**src/framer_status_interrupt_regs.vh**
```
// Register map and field layout for the framer status and interrupt block
`ifndef FRAMER_STATUS_INTERRUPT_REGS_VH
`define FRAMER_STATUS_INTERRUPT_REGS_VH

// Byte addresses on the 32-bit Wishbone bus
`define ADDR_STATUS_ONE   6'h00
`define ADDR_STATUS_TWO   6'h04
`define ADDR_RX_INFO      6'h08
`define ADDR_SYNC_STATUS  6'h0c
`define ADDR_MASK_ONE     6'h10
`define ADDR_MASK_TWO     6'h14
`define ADDR_IRQ_STATUS   6'h18
`define ADDR_IRQ_CLEAR    6'h1c
`define ADDR_IRQ_ENABLE   6'h20

// Status one layout: low nibble holds the four alarms
`define ALARM_MASK        8'h0f
`define IDX_ALARM_LSB     0
`define IDX_ALARM_MSB     3
// Status one bits 7..4: sig all ones, distant mf alarm, sig all zeros, slip
// Status two bits: 7 rx mf, 6 tx mf, 5 second, 4 tx align, 3 rx align,
// 2 tx clock lost, 1 prbs detect, 0 rx crc mf
`define ONE_SHOT_MASK_ONE 8'he0
`define ONE_SHOT_MASK_TWO 8'h06

// Block interrupt bits
`define IRQ_BIT_ONE       0
`define IRQ_BIT_TWO       1
`define IRQ_WIDTH         2

`define RESET_BYTE        8'h00
`define RESET_IRQ         2'h0

`endif

```
**src/framer_status_interrupt.v**
```verilog
// Latched status, alarm change detect and interrupt logic for one framer port
`timescale 1ns/1ps
`default_nettype none
`include "framer_status_interrupt_regs.vh"

// Function
// - Four status and information registers exist and a bit goes to 1 when its event occurs or its alarm is present.
// - Bits of status one, status two and receive info latch until a write of 1 to a bit read as 1 clears them; alarm and repeater bits set again while present.
// - The four alarm bits stay set after a read while their alarm is still present.
// - A written 1 makes the readable copy of that bit load the latest condition.
// - A written 0 makes the readable copy of that bit hold its previous value.
// - The sync status register is read-only, unlatched, real time and needs no mask write.
// - Only status one and two bits drive the interrupt, each masked by its own mask bit.
// - Each alarm raises the interrupt on every change of state, up or down.
// - Reading the alarm bit that raised the interrupt releases it even if the alarm persists.
// - An event raises the interrupt and reading the event bit releases it.
// - Repeating events raise the interrupt again each time they occur.
// - One-shot events raise the interrupt only on first detection of the condition.
// - The prbs detect source fires once, re-arms on loss of pattern, and fires on next detect.
module framer_status_interrupt #(
  parameter WIDTH = 8
) (
  input  wire             clk_i,
  input  wire             rst_i,
  // Classic Wishbone slave
  input  wire             wb_cyc_i,
  input  wire             wb_stb_i,
  input  wire             wb_we_i,
  input  wire [5:0]       wb_adr_i,
  input  wire [3:0]       wb_sel_i,
  input  wire [31:0]      wb_dat_i,
  output reg  [31:0]      wb_dat_o,
  output reg              wb_ack_o,
  // Conditions from the framer, asynchronous to the bus clock
  input  wire [WIDTH-1:0] status_one_src_i,
  input  wire [WIDTH-1:0] status_two_src_i,
  input  wire [WIDTH-1:0] rx_info_src_i,
  input  wire [WIDTH-1:0] sync_status_src_i,
  // Outputs
  output wire             int_n_o,
  output wire             irq_o
);

  // Two-flop synchronisers for all framer inputs
  reg [WIDTH-1:0] s1_meta_q, s1_sync_q, s1_prev_q;
  reg [WIDTH-1:0] s2_meta_q, s2_sync_q, s2_prev_q;
  reg [WIDTH-1:0] ri_meta_q, ri_sync_q, ri_prev_q;
  reg [WIDTH-1:0] ss_meta_q, ss_sync_q;

  always @(posedge clk_i) begin
    if (rst_i) begin
      s1_meta_q <= `RESET_BYTE;
      s1_sync_q <= `RESET_BYTE;
      s1_prev_q <= `RESET_BYTE;
      s2_meta_q <= `RESET_BYTE;
      s2_sync_q <= `RESET_BYTE;
      s2_prev_q <= `RESET_BYTE;
      ri_meta_q <= `RESET_BYTE;
      ri_sync_q <= `RESET_BYTE;
      ri_prev_q <= `RESET_BYTE;
      ss_meta_q <= `RESET_BYTE;
      ss_sync_q <= `RESET_BYTE;
    end else begin
      s1_meta_q <= status_one_src_i;
      s1_sync_q <= s1_meta_q;
      s1_prev_q <= s1_sync_q;
      s2_meta_q <= status_two_src_i;
      s2_sync_q <= s2_meta_q;
      s2_prev_q <= s2_sync_q;
      ri_meta_q <= rx_info_src_i;
      ri_sync_q <= ri_meta_q;
      ri_prev_q <= ri_sync_q;
      ss_meta_q <= sync_status_src_i;
      ss_sync_q <= ss_meta_q;
    end
  end

  // Bus decode; ack is given one cycle after the strobe and dropped next
  wire bus_req   = wb_cyc_i & wb_stb_i & ~wb_ack_o;
  wire bus_wr    = bus_req & wb_we_i & wb_sel_i[0];
  wire bus_rd    = bus_req & ~wb_we_i;
  wire [7:0] wbyte = wb_dat_i[7:0];

  wire wr_s1 = bus_wr & (wb_adr_i == `ADDR_STATUS_ONE);
  wire wr_s2 = bus_wr & (wb_adr_i == `ADDR_STATUS_TWO);
  wire wr_ri = bus_wr & (wb_adr_i == `ADDR_RX_INFO);
  wire rd_s1 = bus_rd & (wb_adr_i == `ADDR_STATUS_ONE);
  wire rd_s2 = bus_rd & (wb_adr_i == `ADDR_STATUS_TWO);
  wire rd_ri = bus_rd & (wb_adr_i == `ADDR_RX_INFO);

  // Hidden latches collect conditions; readable copies load on mask write
  reg [WIDTH-1:0] s1_latch_q, s2_latch_q, ri_latch_q;
  reg [WIDTH-1:0] s1_read_q, s2_read_q, ri_read_q;
  reg [WIDTH-1:0] s1_pend_q, s2_pend_q;
  reg [WIDTH-1:0] irq_mask_one_q, irq_mask_two_q;

  // Set terms: level for alarms, rising edge for one-shots, level for repeaters
  wire [WIDTH-1:0] s1_rise = s1_sync_q & ~s1_prev_q;
  wire [WIDTH-1:0] s2_rise = s2_sync_q & ~s2_prev_q;
  wire [WIDTH-1:0] ri_rise = ri_sync_q & ~ri_prev_q;
  wire [WIDTH-1:0] s1_set  = (s1_sync_q & ~`ONE_SHOT_MASK_ONE) |
                             (s1_rise & `ONE_SHOT_MASK_ONE);
  wire [WIDTH-1:0] s2_set  = (s2_sync_q & ~`ONE_SHOT_MASK_TWO) |
                             (s2_rise & `ONE_SHOT_MASK_TWO);
  // Alarm change in either direction raises a pending interrupt
  wire [WIDTH-1:0] s1_chg  = (s1_sync_q ^ s1_prev_q) & `ALARM_MASK;
  wire [WIDTH-1:0] s1_pset = (s1_set & ~`ALARM_MASK) | s1_chg;

  // Read and write-back clear: bits read out as 1 on a write of 1 clear
  wire [WIDTH-1:0] s1_clr = wr_s1 ? (wbyte & s1_read_q) : `RESET_BYTE;
  wire [WIDTH-1:0] s2_clr = wr_s2 ? (wbyte & s2_read_q) : `RESET_BYTE;
  wire [WIDTH-1:0] ri_clr = wr_ri ? (wbyte & ri_read_q) : `RESET_BYTE;

  // Latch and readable-copy update, set wins over clear
  genvar i;
  generate
    for (i = 0; i < WIDTH; i = i + 1) begin : g_bit
      always @(posedge clk_i) begin
        if (rst_i) begin
          s1_latch_q[i] <= 1'b0;
          s2_latch_q[i] <= 1'b0;
          ri_latch_q[i] <= 1'b0;
          s1_read_q[i]  <= 1'b0;
          s2_read_q[i]  <= 1'b0;
          ri_read_q[i]  <= 1'b0;
          s1_pend_q[i]  <= 1'b0;
          s2_pend_q[i]  <= 1'b0;
        end else begin
          s1_latch_q[i] <= s1_set[i] | (s1_latch_q[i] & ~s1_clr[i]);
          s2_latch_q[i] <= s2_set[i] | (s2_latch_q[i] & ~s2_clr[i]);
          ri_latch_q[i] <= ri_rise[i] | (ri_latch_q[i] & ~ri_clr[i]);
          // Written 1 loads latest, written 0 holds
          if (wr_s1 & wbyte[i])
            s1_read_q[i] <= s1_latch_q[i];
          else
            s1_read_q[i] <= s1_read_q[i];
          if (wr_s2 & wbyte[i])
            s2_read_q[i] <= s2_latch_q[i];
          if (wr_ri & wbyte[i])
            ri_read_q[i] <= ri_latch_q[i];
          // Pending clears when the host reads its bit as set
          s1_pend_q[i] <= s1_pset[i] |
                          (s1_pend_q[i] & ~(rd_s1 & s1_read_q[i]));
          s2_pend_q[i] <= s2_set[i] |
                          (s2_pend_q[i] & ~(rd_s2 & s2_read_q[i]));
        end
      end
    end
  endgenerate

  // Interrupt: only status one and two, each bit masked
  wire grp_one = |(s1_pend_q & irq_mask_one_q);
  wire grp_two = |(s2_pend_q & irq_mask_two_q);
  assign int_n_o = ~(grp_one | grp_two);

  // Block interrupt status, rising edge of each group sets the sticky bit
  reg [`IRQ_WIDTH-1:0] irq_stat_q, irq_en_q, grp_prev_q;
  wire [`IRQ_WIDTH-1:0] grp_now = {grp_two, grp_one};
  wire [`IRQ_WIDTH-1:0] irq_clr = (bus_wr & (wb_adr_i == `ADDR_IRQ_CLEAR)) ?
                                  wbyte[`IRQ_WIDTH-1:0] : `RESET_IRQ;
  wire [`IRQ_WIDTH-1:0] irq_set = grp_now & ~grp_prev_q;
  assign irq_o = |(irq_stat_q & irq_en_q);

  // Mask and interrupt registers
  always @(posedge clk_i) begin
    if (rst_i) begin
      irq_mask_one_q <= `RESET_BYTE;
      irq_mask_two_q <= `RESET_BYTE;
      irq_stat_q     <= `RESET_IRQ;
      irq_en_q       <= `RESET_IRQ;
      grp_prev_q     <= `RESET_IRQ;
    end else begin
      grp_prev_q <= grp_now;
      irq_stat_q <= irq_set | (irq_stat_q & ~irq_clr);
      if (bus_wr & (wb_adr_i == `ADDR_MASK_ONE))
        irq_mask_one_q <= wbyte;
      if (bus_wr & (wb_adr_i == `ADDR_MASK_TWO))
        irq_mask_two_q <= wbyte;
      if (bus_wr & (wb_adr_i == `ADDR_IRQ_ENABLE))
        irq_en_q <= wbyte[`IRQ_WIDTH-1:0];
    end
  end

  // Read mux; unmapped addresses read zero and still ack
  reg [7:0] rdata;
  always @* begin
    case (wb_adr_i)
      `ADDR_STATUS_ONE:  rdata = s1_read_q;
      `ADDR_STATUS_TWO:  rdata = s2_read_q;
      `ADDR_RX_INFO:     rdata = ri_read_q;
      `ADDR_SYNC_STATUS: rdata = ss_sync_q;
      `ADDR_MASK_ONE:    rdata = irq_mask_one_q;
      `ADDR_MASK_TWO:    rdata = irq_mask_two_q;
      `ADDR_IRQ_STATUS:  rdata = {6'h00, irq_stat_q};
      `ADDR_IRQ_ENABLE:  rdata = {6'h00, irq_en_q};
      default:           rdata = `RESET_BYTE;
    endcase
  end

  // Bus answer registers
  always @(posedge clk_i) begin
    if (rst_i) begin
      wb_ack_o <= 1'b0;
      wb_dat_o <= 32'h00000000;
    end else begin
      wb_ack_o <= bus_req;
      if (bus_rd)
        wb_dat_o <= {24'h000000, rdata};
    end
  end

endmodule // framer_status_interrupt
`default_nettype wire

```
**config.mk**
```make
export PLATFORM = sky130hd
export DESIGN_NAME = framer_status_interrupt
export DESIGN_NICKNAME = d
export VERILOG_FILES = /design/src/framer_status_interrupt.v
export VERILOG_INCLUDE_DIRS = /design/src
export SDC_FILE = /design/constraint.sdc
export NUM_CORES = 1
export LEC_CHECK = 0
export BUFFER_PORTS_ARGS = -buffer_cell sky130_fd_sc_hd__buf_2
export CAP_MARGIN = 20
export CORE_ASPECT_RATIO = 1.4
export CORE_UTILIZATION = 58
export CTS_CLUSTER_SIZE = 8
export DETAILED_ROUTE_END_ITERATION = 8
export PLACE_DENSITY = 0.84
export SLEW_MARGIN = 15
export SYNTH_ARGS = -nofsm -noshare
export SYNTH_HDL_FRONTEND = slang
export SYNTH_SLANG_ARGS = --single-unit
```
**constraint.sdc**
```tcl
create_clock -name clk_i -period 5.13 [get_ports clk_i]
set_input_delay 1.026 -clock clk_i [delete_from_list [all_inputs] [get_ports clk_i]]
set_output_delay 1.026 -clock clk_i [all_outputs]
set_load 0.005 [all_outputs]
```
==> metrics.yaml <==
root_buffer: "clkbuf_16"
crit_buf_inv: 1
path_depth: 5
yosys.area.top_type: "dfxtp_1"
hold_violations: 0
die_area_um2: 12000
ys_seq_area_frac: 0.528
synth_warnings: 0
synth.top_cell.area_share: 0.528
timing.rr.end: "ri_latch_q[4]"
ir_worst_vdd_v: 0.000250
netlist-cell-type-count: 39
post-place-ws_ns: 1.94
ys_async_sr_fraction: 0
place_congestion: 0.845
clk_pin_slew_worst_paths_ns: 0.06
worst_slack_ns: 2.26
grt_antenna_before_repair: 0
drt-total-wl_mm: 14.7
gr-usage-met3: 0.0567
first_global_vias: 4903
hold_path.class: "reg -> reg"
area_delta_synth_final_pct: 13.3
p_sw_frac: 0.225
fmax_ghz: 0.348
power.switching_uw: 641
worstSetupStartpointType: "input pin"
num_vias: 5045
post-route-min-period_ns: 2.87
power.internal_uw: 2210
synth_edf_count: 0
start_util: 0.592
path_cells: "buf_2 > nand2b_1 > nor4_2 > nand3_1 > a21oi_1"
crit-reg2reg-launch: "wb_ack_o"
pwr-share-seq: 0.502
min_from: "grp_prev_q[0]"
grt-busiest-layer: "met2"
synth_mux_area_frac: 0.0798
setup_viol: 0
status: "finished with violations"
worstPathRequired_ns: 5.47
critPathLaunch: "wb_adr_i[2]"
cts_resized: 0
p_clk_frac: 0.448
yosys_register_bits: 176
synthFlopType: "dfxtp_1"
fin_tns_setup_ns: 0
p_comb_frac: 0.051
yosys-top-cells-area: "dfxtp_1, nor2b_1, mux2i_1"
relSlewSlack: 0.231
violations: "design-rule violations"
gr-total-overflow: 0
rrSetupSlack_ns: 2.74
whs_path_depth: 1
fin_nets: 813
maxCapViolations: 0
vias_per_cell: 5.66
firstDrtPassIters: 7
drv_slew: 0
ant_nets: 0
grtUsageTotal: 0.252
synthSimpleGateAreaFrac: 0.199
powerDensity_nw_per_um2: 377
power_leakage_uw: 0.00293
clock_skew_ns: 0.00601
grt_pass1_wl_mm: 22.9
core_um2: 11300
cts_tree: "built"
portBuffers: 62
power.total_uw: 2850
htree_num_levels: 4
initialDrtViolationCount: 338
clock_latency_ns: 0.42
synth-adder-area-share: 0
drc: 1
cts_buffer_depth: 2
synthXorXnorAreaFrac: 0.00525
cts.sinks: 176
critPathTopFamily: "simple AND/OR/NAND/NOR gates"
antennaDiodeCount: 0
avgRoutedWirePerCell_um: 16.5
grt_max_degree: 121
hpwl_mm: 9.64
met1_usage: 0.267
post_cts_buffers: 0
synth_area_um2: 6680
slowest_delay_ns: 0.97
criticalPathCategory: "in -> reg"
rsz0062_at_grt: "false"
synth_area_per_cell_um2: 9.66
critical_path.max_fanout: 29
std_cell_rows: 46
fp.dieH_um: 129
critPathCaptureType: "flop"
post-route-util: 0.671
die_w_um: 92.7
critPathCapture: "s2_read_q[3]"
tightest_slew_ns: 1.14
cts_buffers: 17
synth_top_family_by_area: "simple AND/OR/NAND/NOR gates"
cp_slowest_cell: "nor4_2"
drive_gt1_frac: 0.157
reg2reg_depth: 4
syn-instance-count: 691
post-route-period-util: 0.559
cts-hold-fix-buffers: 0
critical_path_arrival_ns: 3.21
globalRouteMet2Util: 0.430
synth_compound_area_frac: 0.117
filler_cell_count: 871
ios: 114
-- logic make-up after synthesis --
logic type / Yosys count
other: 1
multiplexers: 43
flip-flops: 176
XOR/XNOR: 4
AO/OA/AOI/OAI: 138
buffers and inverters: 100
AND/OR/NAND/NOR: 229
-- power groups by stage --
| stage | clock network [uW] | logic (uW) | registers [uW] |
|---|---|---|---|
| 2_1_floorplan | 0 | 113 | 1450 |
| 3_3_place_gp | 0 | 137 | 1460 |
| 3_5_place_dp | 0 | 141 | 1460 |
| 4_1_cts | 1290 | 143 | 1430 |
| 5_1_grt | 1350 | 158 | 1430 |
| 6_report | 1280 | 144 | 1430 |
-- per-layer routing --
metal	share of wire	routed length (um)	vias to the layer above
li1	-	-	2376
met1	0.38	5590	2394
met2	0.51	7440	206
met3	0.049	713	69
met4	0.064	944	0
met5	0	0	-
-- cells in the final DEF, fill, tap and decap left out, types with 27 or more instances in the layout --
master and n:
inv_1 35, nor2_1 35, nand2b_1 27, mux2i_1 33, o21ai_0 41, a21oi_1 59, nand2_1 28, nor2b_1 78
buf_2 61, dfxtp_1 176
-- cells in the mapped netlist (12+ instances only) --
cell type / count
nand4_1: 12
o21ai_0: 41
nand2b_1: 27
buf_4: 24
nand3_1: 18
dfxtp_1: 176
a21oi_1: 59
nor2_1: 35
nand2_1: 28
nor2b_1: 78
mux2i_1: 33
inv_1: 35
clkbuf_1: 33
-- stage by stage --
step,instance area (um^2),hold slack (ns),std cells
2_1_floorplan,6760,0.412,714
3_3_place_gp,6970,0.419,859
3_5_place_dp,6970,0.420,859
4_1_cts,7570,0.435,891
5_1_grt,7570,0.452,891
6_report,7570,0.432,891
-- layout make-up --
cell class	instances	area, um^2	area share
inverters	35	131	0.0174
well taps	144	180	0.0238
clock inverters	13	150	0.0198
flip-flops and latches	176	3520	0.466
multi-input cells	438	2780	0.368
repair buffers	66	355	0.0470
clock buffers	19	443	0.0585
-- how the worst min path moves through the flow --
stage,slack (ns),endpoint
final,0.43,irq_stat_q[0]
after global routing,0.45,s1_sync_q[6]
after CTS,0.43,s1_sync_q[5]
after detailed placement,0.42,s1_sync_q[5]
after global placement,0.42,irq_stat_q[0]
after floorplan,0.41,irq_stat_q[1]
Note: power is estimated with default switching activity, not from simulation.
